## config.mk

```make
export PLATFORM = sky130hd
export DESIGN_NAME = bscu_branch_skip
export DESIGN_NICKNAME = d
export VERILOG_FILES = /design/src/bscu_branch_skip_end.sv /design/src/bscu_pkg.sv /design/src/bscu_branch_skip.sv
export VERILOG_INCLUDE_DIRS = /design/src
export SDC_FILE = /design/constraint.sdc
export NUM_CORES = 1
export LEC_CHECK = 0
export ABC_AREA = 1
export BUFFER_PORTS_ARGS = -buffer_cell sky130_fd_sc_hd__buf_2
export CAP_MARGIN = 40
export CORE_MARGIN = 1
export CORE_UTILIZATION = 54
export CTS_CLUSTER_DIAMETER = 100
export DETAILED_ROUTE_END_ITERATION = 6
export PLACE_DENSITY = 0.8
export SLEW_MARGIN = 40
export SYNTH_ARGS = -nofsm -noshare
export SYNTH_HDL_FRONTEND = slang
export SYNTH_SLANG_ARGS = --single-unit
```

## constraint.sdc

```tcl
create_clock -name clk -period 2.45 [get_ports clk]
set_input_delay 0.1225 -clock clk [delete_from_list [all_inputs] [get_ports clk]]
set_output_delay 0.1225 -clock clk [all_outputs]
set_load 0.01 [all_outputs]
```

## src/bscu_map.svh

```systemverilog
`ifndef BSCU_MAP_SVH
`define BSCU_MAP_SVH

// Datapath widths
`define BSCU_PC_W 16
`define BSCU_K_W 7
`define BSCU_BYTE_W 8
`define BSCU_IDX_W 3
`define BSCU_CYC_W 2
`define BSCU_OP_W 5

// Bit positions in the core flag register
`define BSCU_FLAG_C 3'h0
`define BSCU_FLAG_Z 3'h1
`define BSCU_FLAG_N 3'h2
`define BSCU_FLAG_V 3'h3
`define BSCU_FLAG_S 3'h4
`define BSCU_FLAG_H 3'h5
`define BSCU_FLAG_T 3'h6
`define BSCU_FLAG_I 3'h7

// Program counter steps, in words
`define BSCU_STEP_NEXT 16'h0001
`define BSCU_STEP_SKIP_ONE 16'h0002
`define BSCU_STEP_SKIP_TWO 16'h0003

// Cycle counts
`define BSCU_CYC_NOT_TAKEN 2'h1
`define BSCU_CYC_BRANCH 2'h2
`define BSCU_CYC_SKIP_ONE 2'h2
`define BSCU_CYC_SKIP_TWO 2'h3
`define BSCU_CYC_LAST 2'h1

// Reset values
`define BSCU_PC_RST 16'h0000
`define BSCU_CYC_RST 2'h0

`endif

```

## src/bscu_branch_skip_end.sv

```systemverilog
`timescale 1ns/1ps
`default_nettype none
`default_nettype wire

```

## src/bscu_pkg.sv

```systemverilog
`default_nettype none
`include "bscu_map.svh"

package bscu_pkg;

    typedef logic [`BSCU_PC_W-1:0] bscu_pc_t;
    typedef logic [`BSCU_CYC_W-1:0] bscu_cyc_t;
    typedef logic [`BSCU_BYTE_W-1:0] bscu_byte_t;

    typedef enum logic [`BSCU_OP_W-1:0] {
        op_none,
        op_skip_reg_bit_one,
        op_skip_io_bit_zero,
        op_skip_io_bit_one,
        op_branch_flag_index_one,
        op_branch_flag_index_zero,
        op_branch_equal,
        op_branch_not_equal,
        op_branch_carry_one,
        op_branch_carry_zero,
        op_branch_same_or_higher,
        op_branch_lower_unsigned,
        op_branch_negative,
        op_branch_positive,
        op_branch_signed_ge,
        op_branch_signed_lt,
        op_branch_half_carry_one,
        op_branch_half_carry_zero,
        op_branch_transfer_bit_one,
        op_branch_transfer_bit_zero,
        op_branch_overflow_one
    } bscu_op_e;

    typedef enum logic {
        st_idle,
        st_wait
    } bscu_state_e;

endpackage

`default_nettype wire

```

## src/bscu_branch_skip.sv

```systemverilog
`timescale 1ns/1ps
`default_nettype none
`include "bscu_map.svh"

module bscu_branch_skip
    import bscu_pkg::*;
(
    input wire logic clk,
    input wire logic nrst,
    input wire logic req,
    input wire bscu_op_e op,
    input wire logic [`BSCU_IDX_W-1:0] bit_sel,
    input wire logic [`BSCU_K_W-1:0] offset,
    input wire bscu_pc_t pc,
    input wire logic next_two_word,
    input wire bscu_byte_t reg_data,
    input wire bscu_byte_t io_data,
    input wire bscu_byte_t flags,
    output logic busy_r,
    output logic done_r,
    output logic taken_r,
    output bscu_pc_t pc_next_r,
    output bscu_cyc_t cycles_r,
    output logic flag_write_r
);

    function automatic logic pick_bit(input bscu_byte_t value, input logic [`BSCU_IDX_W-1:0] idx);
        pick_bit = value[idx];
    endfunction

    function automatic bscu_pc_t sext_k(input logic [`BSCU_K_W-1:0] k);
        sext_k = {{(`BSCU_PC_W-`BSCU_K_W){k[`BSCU_K_W-1]}}, k};
    endfunction

    bscu_state_e state_r;
    bscu_state_e state_nxt;
    bscu_cyc_t wait_r;
    bscu_cyc_t wait_nxt;
    logic done_nxt;

    // Flags as seen in the request cycle
    wire logic flag_c;
    wire logic flag_z;
    wire logic flag_n;
    wire logic flag_v;
    wire logic flag_h;
    wire logic flag_t;
    wire logic flag_sel;
    wire logic signed_lt;

    assign flag_c = pick_bit(flags, `BSCU_FLAG_C);
    assign flag_z = pick_bit(flags, `BSCU_FLAG_Z);
    assign flag_n = pick_bit(flags, `BSCU_FLAG_N);
    assign flag_v = pick_bit(flags, `BSCU_FLAG_V);
    assign flag_h = pick_bit(flags, `BSCU_FLAG_H);
    assign flag_t = pick_bit(flags, `BSCU_FLAG_T);
    assign flag_sel = pick_bit(flags, bit_sel);
    // Computed from N and V directly, not from the stored sign flag
    assign signed_lt = flag_n ^ flag_v;

    // Tested operand bits for the skips
    wire logic reg_bit;
    wire logic io_bit;

    assign reg_bit = pick_bit(reg_data, bit_sel);
    assign io_bit = pick_bit(io_data, bit_sel);

    // Per-operation hit terms
    wire logic hit_skip_reg_one;
    wire logic hit_skip_io_zero;
    wire logic hit_skip_io_one;
    wire logic hit_flag_one;
    wire logic hit_flag_zero;
    wire logic hit_equal;
    wire logic hit_not_equal;
    wire logic hit_carry_one;
    wire logic hit_carry_zero;
    wire logic hit_same_higher;
    wire logic hit_lower;
    wire logic hit_negative;
    wire logic hit_positive;
    wire logic hit_signed_ge;
    wire logic hit_signed_lt;
    wire logic hit_half_one;
    wire logic hit_half_zero;
    wire logic hit_tbit_one;
    wire logic hit_tbit_zero;
    wire logic hit_overflow_one;

    assign hit_skip_reg_one = (op == op_skip_reg_bit_one) && reg_bit;
    assign hit_skip_io_zero = (op == op_skip_io_bit_zero) && !io_bit;
    assign hit_skip_io_one = (op == op_skip_io_bit_one) && io_bit;
    assign hit_flag_one = (op == op_branch_flag_index_one) && flag_sel;
    assign hit_flag_zero = (op == op_branch_flag_index_zero) && !flag_sel;
    assign hit_equal = (op == op_branch_equal) && flag_z;
    assign hit_not_equal = (op == op_branch_not_equal) && !flag_z;
    assign hit_carry_one = (op == op_branch_carry_one) && flag_c;
    assign hit_carry_zero = (op == op_branch_carry_zero) && !flag_c;
    assign hit_same_higher = (op == op_branch_same_or_higher) && !flag_c;
    assign hit_lower = (op == op_branch_lower_unsigned) && flag_c;
    assign hit_negative = (op == op_branch_negative) && flag_n;
    assign hit_positive = (op == op_branch_positive) && !flag_n;
    assign hit_signed_ge = (op == op_branch_signed_ge) && !signed_lt;
    assign hit_signed_lt = (op == op_branch_signed_lt) && signed_lt;
    assign hit_half_one = (op == op_branch_half_carry_one) && flag_h;
    assign hit_half_zero = (op == op_branch_half_carry_zero) && !flag_h;
    assign hit_tbit_one = (op == op_branch_transfer_bit_one) && flag_t;
    assign hit_tbit_zero = (op == op_branch_transfer_bit_zero) && !flag_t;
    assign hit_overflow_one = (op == op_branch_overflow_one) && flag_v;

    // Class of the requested operation
    wire logic is_skip;
    wire logic is_branch;
    wire logic op_legal;

    assign is_skip = (op == op_skip_reg_bit_one)
        || (op == op_skip_io_bit_zero)
        || (op == op_skip_io_bit_one);
    assign is_branch = (op >= op_branch_flag_index_one) && (op <= op_branch_overflow_one);
    // Codes past the last operation are ignored rather than guessed at
    assign op_legal = is_skip || is_branch;

    wire logic skip_hit;
    wire logic branch_hit;
    wire logic take;

    assign skip_hit = hit_skip_reg_one
        || hit_skip_io_zero
        || hit_skip_io_one;
    assign branch_hit = hit_flag_one
        || hit_flag_zero
        || hit_equal
        || hit_not_equal
        || hit_carry_one
        || hit_carry_zero
        || hit_same_higher
        || hit_lower
        || hit_negative
        || hit_positive
        || hit_signed_ge
        || hit_signed_lt
        || hit_half_one
        || hit_half_zero
        || hit_tbit_one
        || hit_tbit_zero
        || hit_overflow_one;
    assign take = skip_hit || branch_hit;

    // Target arithmetic wraps at the top of program space, as the core's PC does
    wire bscu_pc_t pc_step;
    wire bscu_pc_t branch_tgt;
    wire bscu_pc_t skip_tgt;
    wire bscu_pc_t target;

    assign pc_step = bscu_pc_t'(pc + `BSCU_STEP_NEXT);
    assign branch_tgt = bscu_pc_t'(pc_step + sext_k(offset));
    assign skip_tgt = next_two_word
        ? bscu_pc_t'(pc + `BSCU_STEP_SKIP_TWO)
        : bscu_pc_t'(pc + `BSCU_STEP_SKIP_ONE);
    assign target = !take ? pc_step
        : is_skip ? skip_tgt
        : branch_tgt;

    // Cycle count of the accepted instruction
    wire bscu_cyc_t skip_cyc;
    wire bscu_cyc_t cyc;

    assign skip_cyc = next_two_word ? `BSCU_CYC_SKIP_TWO : `BSCU_CYC_SKIP_ONE;
    assign cyc = !take ? `BSCU_CYC_NOT_TAKEN
        : is_skip ? skip_cyc
        : `BSCU_CYC_BRANCH;

    wire logic accept;
    wire logic multi;

    // Requests during a multi-cycle instruction are dropped; the core stalls on busy
    assign accept = req && (state_r == st_idle) && op_legal;
    assign multi = (cyc != `BSCU_CYC_NOT_TAKEN);

    always_comb begin
        state_nxt = state_r;
        wait_nxt = wait_r;
        done_nxt = 1'b0;
        unique case (state_r)
            st_idle: begin
                if (accept) begin
                    if (multi) begin
                        state_nxt = st_wait;
                        wait_nxt = bscu_cyc_t'(cyc - `BSCU_CYC_LAST);
                    end else begin
                        done_nxt = 1'b1;
                    end
                end
            end
            st_wait: begin
                if (wait_r == `BSCU_CYC_LAST) begin
                    state_nxt = st_idle;
                    wait_nxt = `BSCU_CYC_RST;
                    done_nxt = 1'b1;
                end else begin
                    wait_nxt = bscu_cyc_t'(wait_r - `BSCU_CYC_LAST);
                end
            end
        endcase
    end

    always_ff @(posedge clk or negedge nrst) begin
        if (!nrst) begin
            state_r <= st_idle;
            wait_r <= `BSCU_CYC_RST;
            busy_r <= 1'b0;
            done_r <= 1'b0;
        end else begin
            state_r <= state_nxt;
            wait_r <= wait_nxt;
            busy_r <= (state_nxt == st_wait);
            done_r <= done_nxt;
        end
    end

    // Result is held from acceptance until the next accepted request
    always_ff @(posedge clk or negedge nrst) begin
        if (!nrst) begin
            taken_r <= 1'b0;
            pc_next_r <= `BSCU_PC_RST;
            cycles_r <= `BSCU_CYC_RST;
        end else if (accept) begin
            taken_r <= take;
            pc_next_r <= target;
            cycles_r <= cyc;
        end
    end

    // No skip or branch ever writes the flag register
    always_ff @(posedge clk or negedge nrst) begin
        if (!nrst) begin
            flag_write_r <= 1'b0;
        end else begin
            flag_write_r <= 1'b0;
        end
    end

endmodule

`default_nettype wire

```

==> out/results.ini, run 1 <==
[outcome]
status=completed

[die]
die_h_um=80.6
ios=81
dieWidth_um=80.6
die_area_sq_um=6500
initial_core_util=0.561
rows=28
coreArea_sq_um=5960

[place]
dpl_worst_slack_ns=-0.236
routabilityCongestion=1.01
dp_hpwl_um=7520
io_buffers=79
placed_cell_area_sq_um=3960
dp_cells=726

[routing]
route.detailed.drc=0
ant_nets=0
vias=3851
routedWlPerCell_um=12.7
first_iter_violations=228
dr.pass1.iters=4
viasPerCell=5.24
drt_wl_total_um=9320

[clocking]
path_clk_slew_ns=0.09
cts_made_buffers=3
clockBufferDepth=2
cts.sinks=22
clk_latency_ns=0.27
htreeDepth=1
cts_tree=done
cts_root_buf=clkbuf_8

[sta]
setup_slack_ns=0.0648
relSlewSlack=0.613
finClkSkew_ns=0.0105
finalCriticalPeriod_ns=2.39
final_max_slew_viol_count=0
holdWs_ns=0.283
finalHoldViolCount=0
period_share=0.974
max_freq_mhz=419
worstMarginPinSlew_ns=0.580
rsz0062_at_grt=true
finalSetupViolCount=0

[finish]
areaGrowthSynthToFinish_pct=23.2
area.sequential_sq_um=551
final_cells=735
fillers=537
fin_util=0.691
nNetsFinal=741
insertedDiodeCount=0
design_area_sq_um=4120
multi_input_area_sq_um=2490
drive_gt1_frac=0.271

[grt]
top_usage_layer=met2
grt_use_met2=0.496
grt_pass1_vias=3403
grt_max_degree=23
grt.met1_usage=0.368
grt_pass1_wl_um=14700
gr-usage-met3=0.0227
antenna_found_initial=0
grt_usage=0.284
grt-ovfl-total=0

[synthesis]
synth-seq-area-share=0.165
synth_edf_count=0
synth_top_area_cell=nand2_1
synthTopCellsByArea=nand2_1, dfrtp_1, nand3_1
synth_fp_nets=636
postSynth.asyncResetShare=1.00
synth_cell_types=41
ys_seq_elements=22
syn_inst=556
ys.flop_type=dfrtp_1
syn_area_sq_um=3340
synth_top_area_share=0.206
syn_area_per_cell_sq_um=6.01
synth_warnings=0

[min_path]
min_path_type=in2reg
hold_start=pc[14]

[power]
power_switching_mw=0.945
p_int_mw=1.25
clockPowerShare=0.159
seqPwrFrac=0.290
power_density_nw_per_um2=533
swShare=0.431
leakage_nw=2.34
p_comb_frac=0.551
ir_worst_vdd_v=0.000358

[flow_run]
max_cap_violations=0

[critical_path]
setup.worst_path.end=pc_next_r[11]$_DFFE_PN0P_
crit_start=pc[0]
setup.worst_path.end_class=flop
required_ns=2.67
critPathKind=in2reg
crit_path_start_kind=primary input
r2r_setup_slack_ns=0.72
rr_worst_depth=5
rr_startpoint=state_r$_DFF_PN0_
cp_max_fo=4
crit_arrival_ns=2.60
worst_r2r_endpoint=pc_next_r[4]$_DFFE_PN0P_

==> routing by layer <==
| layer | routed length, um | vias up | share of wire |
|---|---|---|---|
| met3 | 663 | 14 | 0.071 |
| met5 | 0 | - | 0 |
| met1 | 4120 | 1691 | 0.44 |
| li1 | - | 1990 | - |
| met2 | 4400 | 156 | 0.47 |
| met4 | 138 | 0 | 0.015 |
==> sequential cells by signal, summed over array words and instances (netlist names) <==
name / count
pc_next_r: 16
cycles_r: 2
state_r: 1
done_r: 1
wait_r: 2
==> cells in the final DEF (no fill, tap or decap), types with 2 or more instances in the layout <==
cell type,instances
clkbuf_8,3
nor2_4,2
nand2_1,183
a21oi_1,18
buf_4,33
inv_2,4
xnor2_1,6
nand2_2,23
dfrtp_1,22
o22ai_1,2
o21ai_1,3
xor2_1,18
nand3_2,14
nand3_1,56
nor3_4,2
inv_1,60
nand4_1,4
ha_1,20
a21oi_2,4
buf_2,79
nand2_4,2
o21ai_0,23
inv_4,2
nor2_1,42
nand3b_1,6
nor3_1,7
o21a_1,3
nor2_2,5
==> what timing repair did <==
action,in CTS,in global routing
endpoints found under the hold margin,22,0
endpoints found under the setup margin,0,9
hold buffers,1,0
setup buffers,0,4
gates resized for setup,0,12
==> cell type report <==
type / instances / area share
well taps: 75 / 0.0228
repair buffers: 113 / 0.159
flip-flops and latches: 22 / 0.134
multi-input cells: 455 / 0.606
inverters: 66 / 0.0614
clock inverters: 1 / 0.00730
clock buffers: 3 / 0.0100
==> cells by family after synthesis <==
logic type	count (synthesis)	share of synthesized area
and+or+nand+nor	352	0.495
buffers and inverters	79	0.103
adders and majority gates	21	0.0809
other	1	0.00112
xor gates and xnor gates	24	0.0629
DFF	22	0.165
AOI/OAI and AO/OA	57	0.0925
==> critical path: stages <==
cell	delay, ns
buf_2	0.11
ha_1	0.19
inv_1	0.09
nor2_1	0.11
buf_4	0.15
nand2_1	0.08
nor2_1	0.12
xor2_1	0.23
ha_1	0.31
a21oi_1	0.22
o21ai_0	0.17
nand3b_1	0.24
nand2_1	0.09
nand2_1	0.05
o21ai_1	0.17
nand2_1	0.09
nand3_2	0.06
==> synth_stat cells, types with 2 or more instances <==
library cell and instances:
o21ai_1 2, nor2_1 44, o21ai_0 24, nand2_2 23, dfrtp_1 22, inv_4 2
o21a_1 3, inv_1 60, o22ai_1 2, ha_1 20, nand3_2 13, xor2_1 18
xnor2_1 6, nand3b_1 6, clkbuf_1 3, nor2_2 4, nor3_1 8, buf_6 2
nand3_1 57, buf_4 3, nand2_4 2, nor4_1 2, buf_2 4, nand4_1 4
a21oi_1 21, nand2_1 183, inv_2 4
==> metrics by stage <==
step                power (mW)  setup TNS, ns
floorplan                 1.41              0
global placement          1.79          -1.10
detailed placement        1.83          -1.31
CTS                       2.17              0
global route              2.36         -0.241
finish                    2.19              0
==> power groups by stage <==
stage / registers [mW] / logic (mW) / clock network, mW
floorplan: 0.707 / 0.699 / 0
global placement: 0.632 / 1.16 / 0
detailed placement: 0.645 / 1.18 / 0
CTS: 0.638 / 1.19 / 0.346
global route: 0.656 / 1.35 / 0.356
finish: 0.636 / 1.21 / 0.349
==> how the worst min path moves through the flow <==
stage | slack (ns) | endpoint | depth (start not counted)
global placement | 0.11 | cycles_r[1]$_DFFE_PN0P_ | 1
global route | 0.30 | pc_next_r[14]$_DFFE_PN0P_ | 5
detailed placement | 0.12 | cycles_r[1]$_DFFE_PN0P_ | 1
CTS | 0.29 | pc_next_r[14]$_DFFE_PN0P_ | 5
finish | 0.28 | pc_next_r[14]$_DFFE_PN0P_ | 5
floorplan | -0.17 | cycles_r[0]$_DFFE_PN0P_ | 0
Note: power is estimated with default switching activity, not from simulation.
==> inputs of run 2 (changes only) <==
==> constraint.sdc (replaced) <==
create_clock -name clk -period 2.35 [get_ports clk]
set_input_delay 0.1175 -clock clk [delete_from_list [all_inputs] [get_ports clk]]
set_output_delay 0.1175 -clock clk [all_outputs]
set_load 0.01 [all_outputs]
==> run 2 against run 1 <==
Against the previous run:
- flip-flop and latch count unchanged
- clock skew increased by 0.00087 ns
- via count up 3.3%
- worst hold slack got worse by 0.0039 ns
- first-iteration DRC count increased by 18%
- final cell count rose by 3.0%
- sequential share of layout area shrank 0.73 points
- total power up 7.2%
- global-route usage increased by 2.3 points
- routed wire length is 6.3% higher
- register-to-register slack got worse by 0.02 ns
- setup slack improved by 0.059 ns
==> out/results.ini, run 2 (synthesis results as in run 1) <==
[routing]
routedWlPerCell_um=13.1  ; +3.2%
route.detailed.drc=0  ; unchanged
first_iter_violations=269  ; +18%
drt_wl_total_um=9910  ; +6.3%
vias=3979  ; +3.3%
ant_nets=0  ; unchanged
viasPerCell=5.26  ; +0.32%
dr.pass1.iters=5  ; +1

[critical_path]
critPathKind=in2reg
r2r_setup_slack_ns=0.70  ; -0.02 ns
worst_r2r_endpoint=pc_next_r[5]$_DFFE_PN0P_
setup.worst_path.end_class=flop
crit_arrival_ns=2.41  ; -0.19 ns
rr_startpoint=state_r$_DFF_PN0_
rr_worst_depth=5  ; unchanged
crit_path_start_kind=primary input
required_ns=2.53  ; -0.14 ns
cp_max_fo=5  ; +1
crit_start=pc[1]

[power]
swShare=0.430  ; about the same
ir_worst_vdd_v=0.000387  ; +8.2%
leakage_nw=2.45  ; +4.5%
power_switching_mw=1.01  ; +7.1%
p_int_mw=1.34  ; +7.2%
clockPowerShare=0.156  ; -0.003
power_density_nw_per_um2=540  ; +1.3%
seqPwrFrac=0.280  ; -0.010
p_comb_frac=0.563  ; +0.012

[flow_run]
max_cap_violations=0  ; unchanged

[finish]
final_cell_mix=nand2_1, buf_2, inv_1, nand3_1, buf_4
top_regs=pc_next_r: 16 flops, cycles_r: 2 flops, wait_r: 2 flops
final_common_cell=nand2_1
fillers=500  ; -6.9%
largest_register=pc_next_r
insertedDiodeCount=0  ; unchanged
drive_gt1_frac=0.308  ; +0.0367
design_area_sq_um=4350  ; +5.8%
nNetsFinal=763  ; +3.0%
areaGrowthSynthToFinish_pct=30.4
largest_reg_flops=16  ; unchanged

[clocking]
cts_tree=done
htreeDepth=1  ; unchanged
path_clk_slew_ns=0.09  ; about the same
clockBufferDepth=2  ; unchanged
cts_made_buffers=3  ; unchanged
cts.sinks=22  ; unchanged
cts_root_buf=clkbuf_8
clk_latency_ns=0.27  ; about the same

[die]
rows=28  ; unchanged
die_h_um=80.6  ; unchanged
dieWidth_um=80.6  ; unchanged
coreArea_sq_um=5960  ; unchanged
initial_core_util=0.561  ; unchanged
die_area_sq_um=6500  ; unchanged
ios=81  ; unchanged

[place]
io_buffers=79  ; unchanged
placed_cell_area_sq_um=4140  ; +4.7%
routabilityCongestion=1.08  ; +7.3%
dp_hpwl_um=8100  ; +7.7%

[grt]
grt_pass1_wl_um=15600  ; +6.1%
grt-ovfl-total=0  ; unchanged
grt_usage=0.307  ; +0.0234
antenna_found_initial=0  ; unchanged
grt_pass1_vias=3504  ; +3.0%
grt_max_degree=23  ; unchanged

[min_path]
min_to=pc_next_r[15]$_DFFE_PN0P_
whs_path_depth=6  ; +1
min_path_type=in2reg
hold_start=pc[15]

[sta]
finalCriticalPeriod_ns=2.23
worstMarginPinSlew_ns=0.534  ; -0.0464 ns
finalSetupViolCount=0  ; unchanged
max_freq_mhz=449
final_max_slew_viol_count=0  ; unchanged
tns_ns=0  ; unchanged
period_share=0.947
finClkSkew_ns=0.0114  ; +0.000867 ns
finalHoldViolCount=0  ; unchanged
relSlewSlack=0.644  ; +0.0314

[outcome]
status=completed

==> run 2: area by class of cell <==
cell class	count	area [sq um]	share of cell area
multi-input cells	455	2570	0.590
repair buffers	135	818	0.188
flip-flops and latches	22	551	0.126
inverters	66	253	0.0580
well taps	75	93.8	0.0216
clock buffers	3	41.3	0.00948
clock inverters	1	30.0	0.00690
==> run 2: how the worst max path moves through the flow <==
stage	endpoint	slack, ns	cells past startpoint
6_report	pc_next_r[15]$_DFFE_PN0P_	0.12	20
5_1_grt	pc_next_r[10]$_DFFE_PN0P_	-0.03	17
4_1_cts	pc_next_r[15]$_DFFE_PN0P_	0.04	17
3_5_place_dp	pc_next_r[12]$_DFFE_PN0P_	-0.29	16
3_3_place_gp	pc_next_r[12]$_DFFE_PN0P_	-0.21	15
2_1_floorplan	pc_next_r[12]$_DFFE_PN0P_	0.16	15
==> run 2: critical path, stage by stage <==
cell and delay (ns):
buf_2 0.10, ha_1 0.18, inv_1 0.07, nor2_1 0.15, buf_4 0.15, xor2_1 0.27
ha_1 0.31, buf_4 0.15, nand2_1 0.07, nor2_1 0.05, nand2_1 0.08, nand3_2 0.15
nand2_1 0.10, nand2_1 0.11, inv_1 0.08, nand2_1 0.05, nand3_1 0.06, nand2_1 0.06
nand2_2 0.05, nand2_1 0.04
==> run 2: per-stage QoR <==
| step | util | setup WS (ns) | hold slack [ns] | cells | power [mW] |
|---|---|---|---|---|---|
| global route | 0.731 | -0.0312 | 0.331 | 757 | 2.54 |
| global placement | 0.696 | -0.210 | 0.115 | 751 | 1.91 |
| floorplan | - | 0.161 | -0.178 | 556 | 1.47 |
| CTS | 0.710 | 0.0412 | 0.273 | 756 | 2.32 |
| detailed placement | 0.696 | -0.288 | 0.119 | 751 | 1.95 |
| finish | 0.731 | 0.124 | 0.279 | 757 | 2.35 |
==> run 2: power by group through the flow <==
| stage | registers [mW] | clock network (mW) | logic (mW) |
|---|---|---|---|
| after global placement | 0.663 | 0 | 1.25 |
| after CTS | 0.658 | 0.371 | 1.29 |
| after global routing | 0.681 | 0.384 | 1.47 |
| final | 0.660 | 0.368 | 1.33 |
| after detailed placement | 0.666 | 0 | 1.29 |
| after floorplan | 0.737 | 0 | 0.729 |
==> run 2: timing repair <==
action | in CTS | in global routing
resized for setup | 1 | 21
setup endpoints to repair | 1 | 9
endpoints found under the hold margin | 22 | 0
pin swaps | 0 | 3
hold buffers | 1 | 0
buffers inserted | 0 | 1
==> run 2: metal layers <==
metal | vias to the layer above | track usage | wire (um)
li1 | 2035 | - | -
met3 | 26 | 0.0261 | 612
met1 | 1776 | 0.386 | 4300
met5 | - | 0 | 0
met2 | 142 | 0.546 | 4760
met4 | 0 | 0.100 | 236
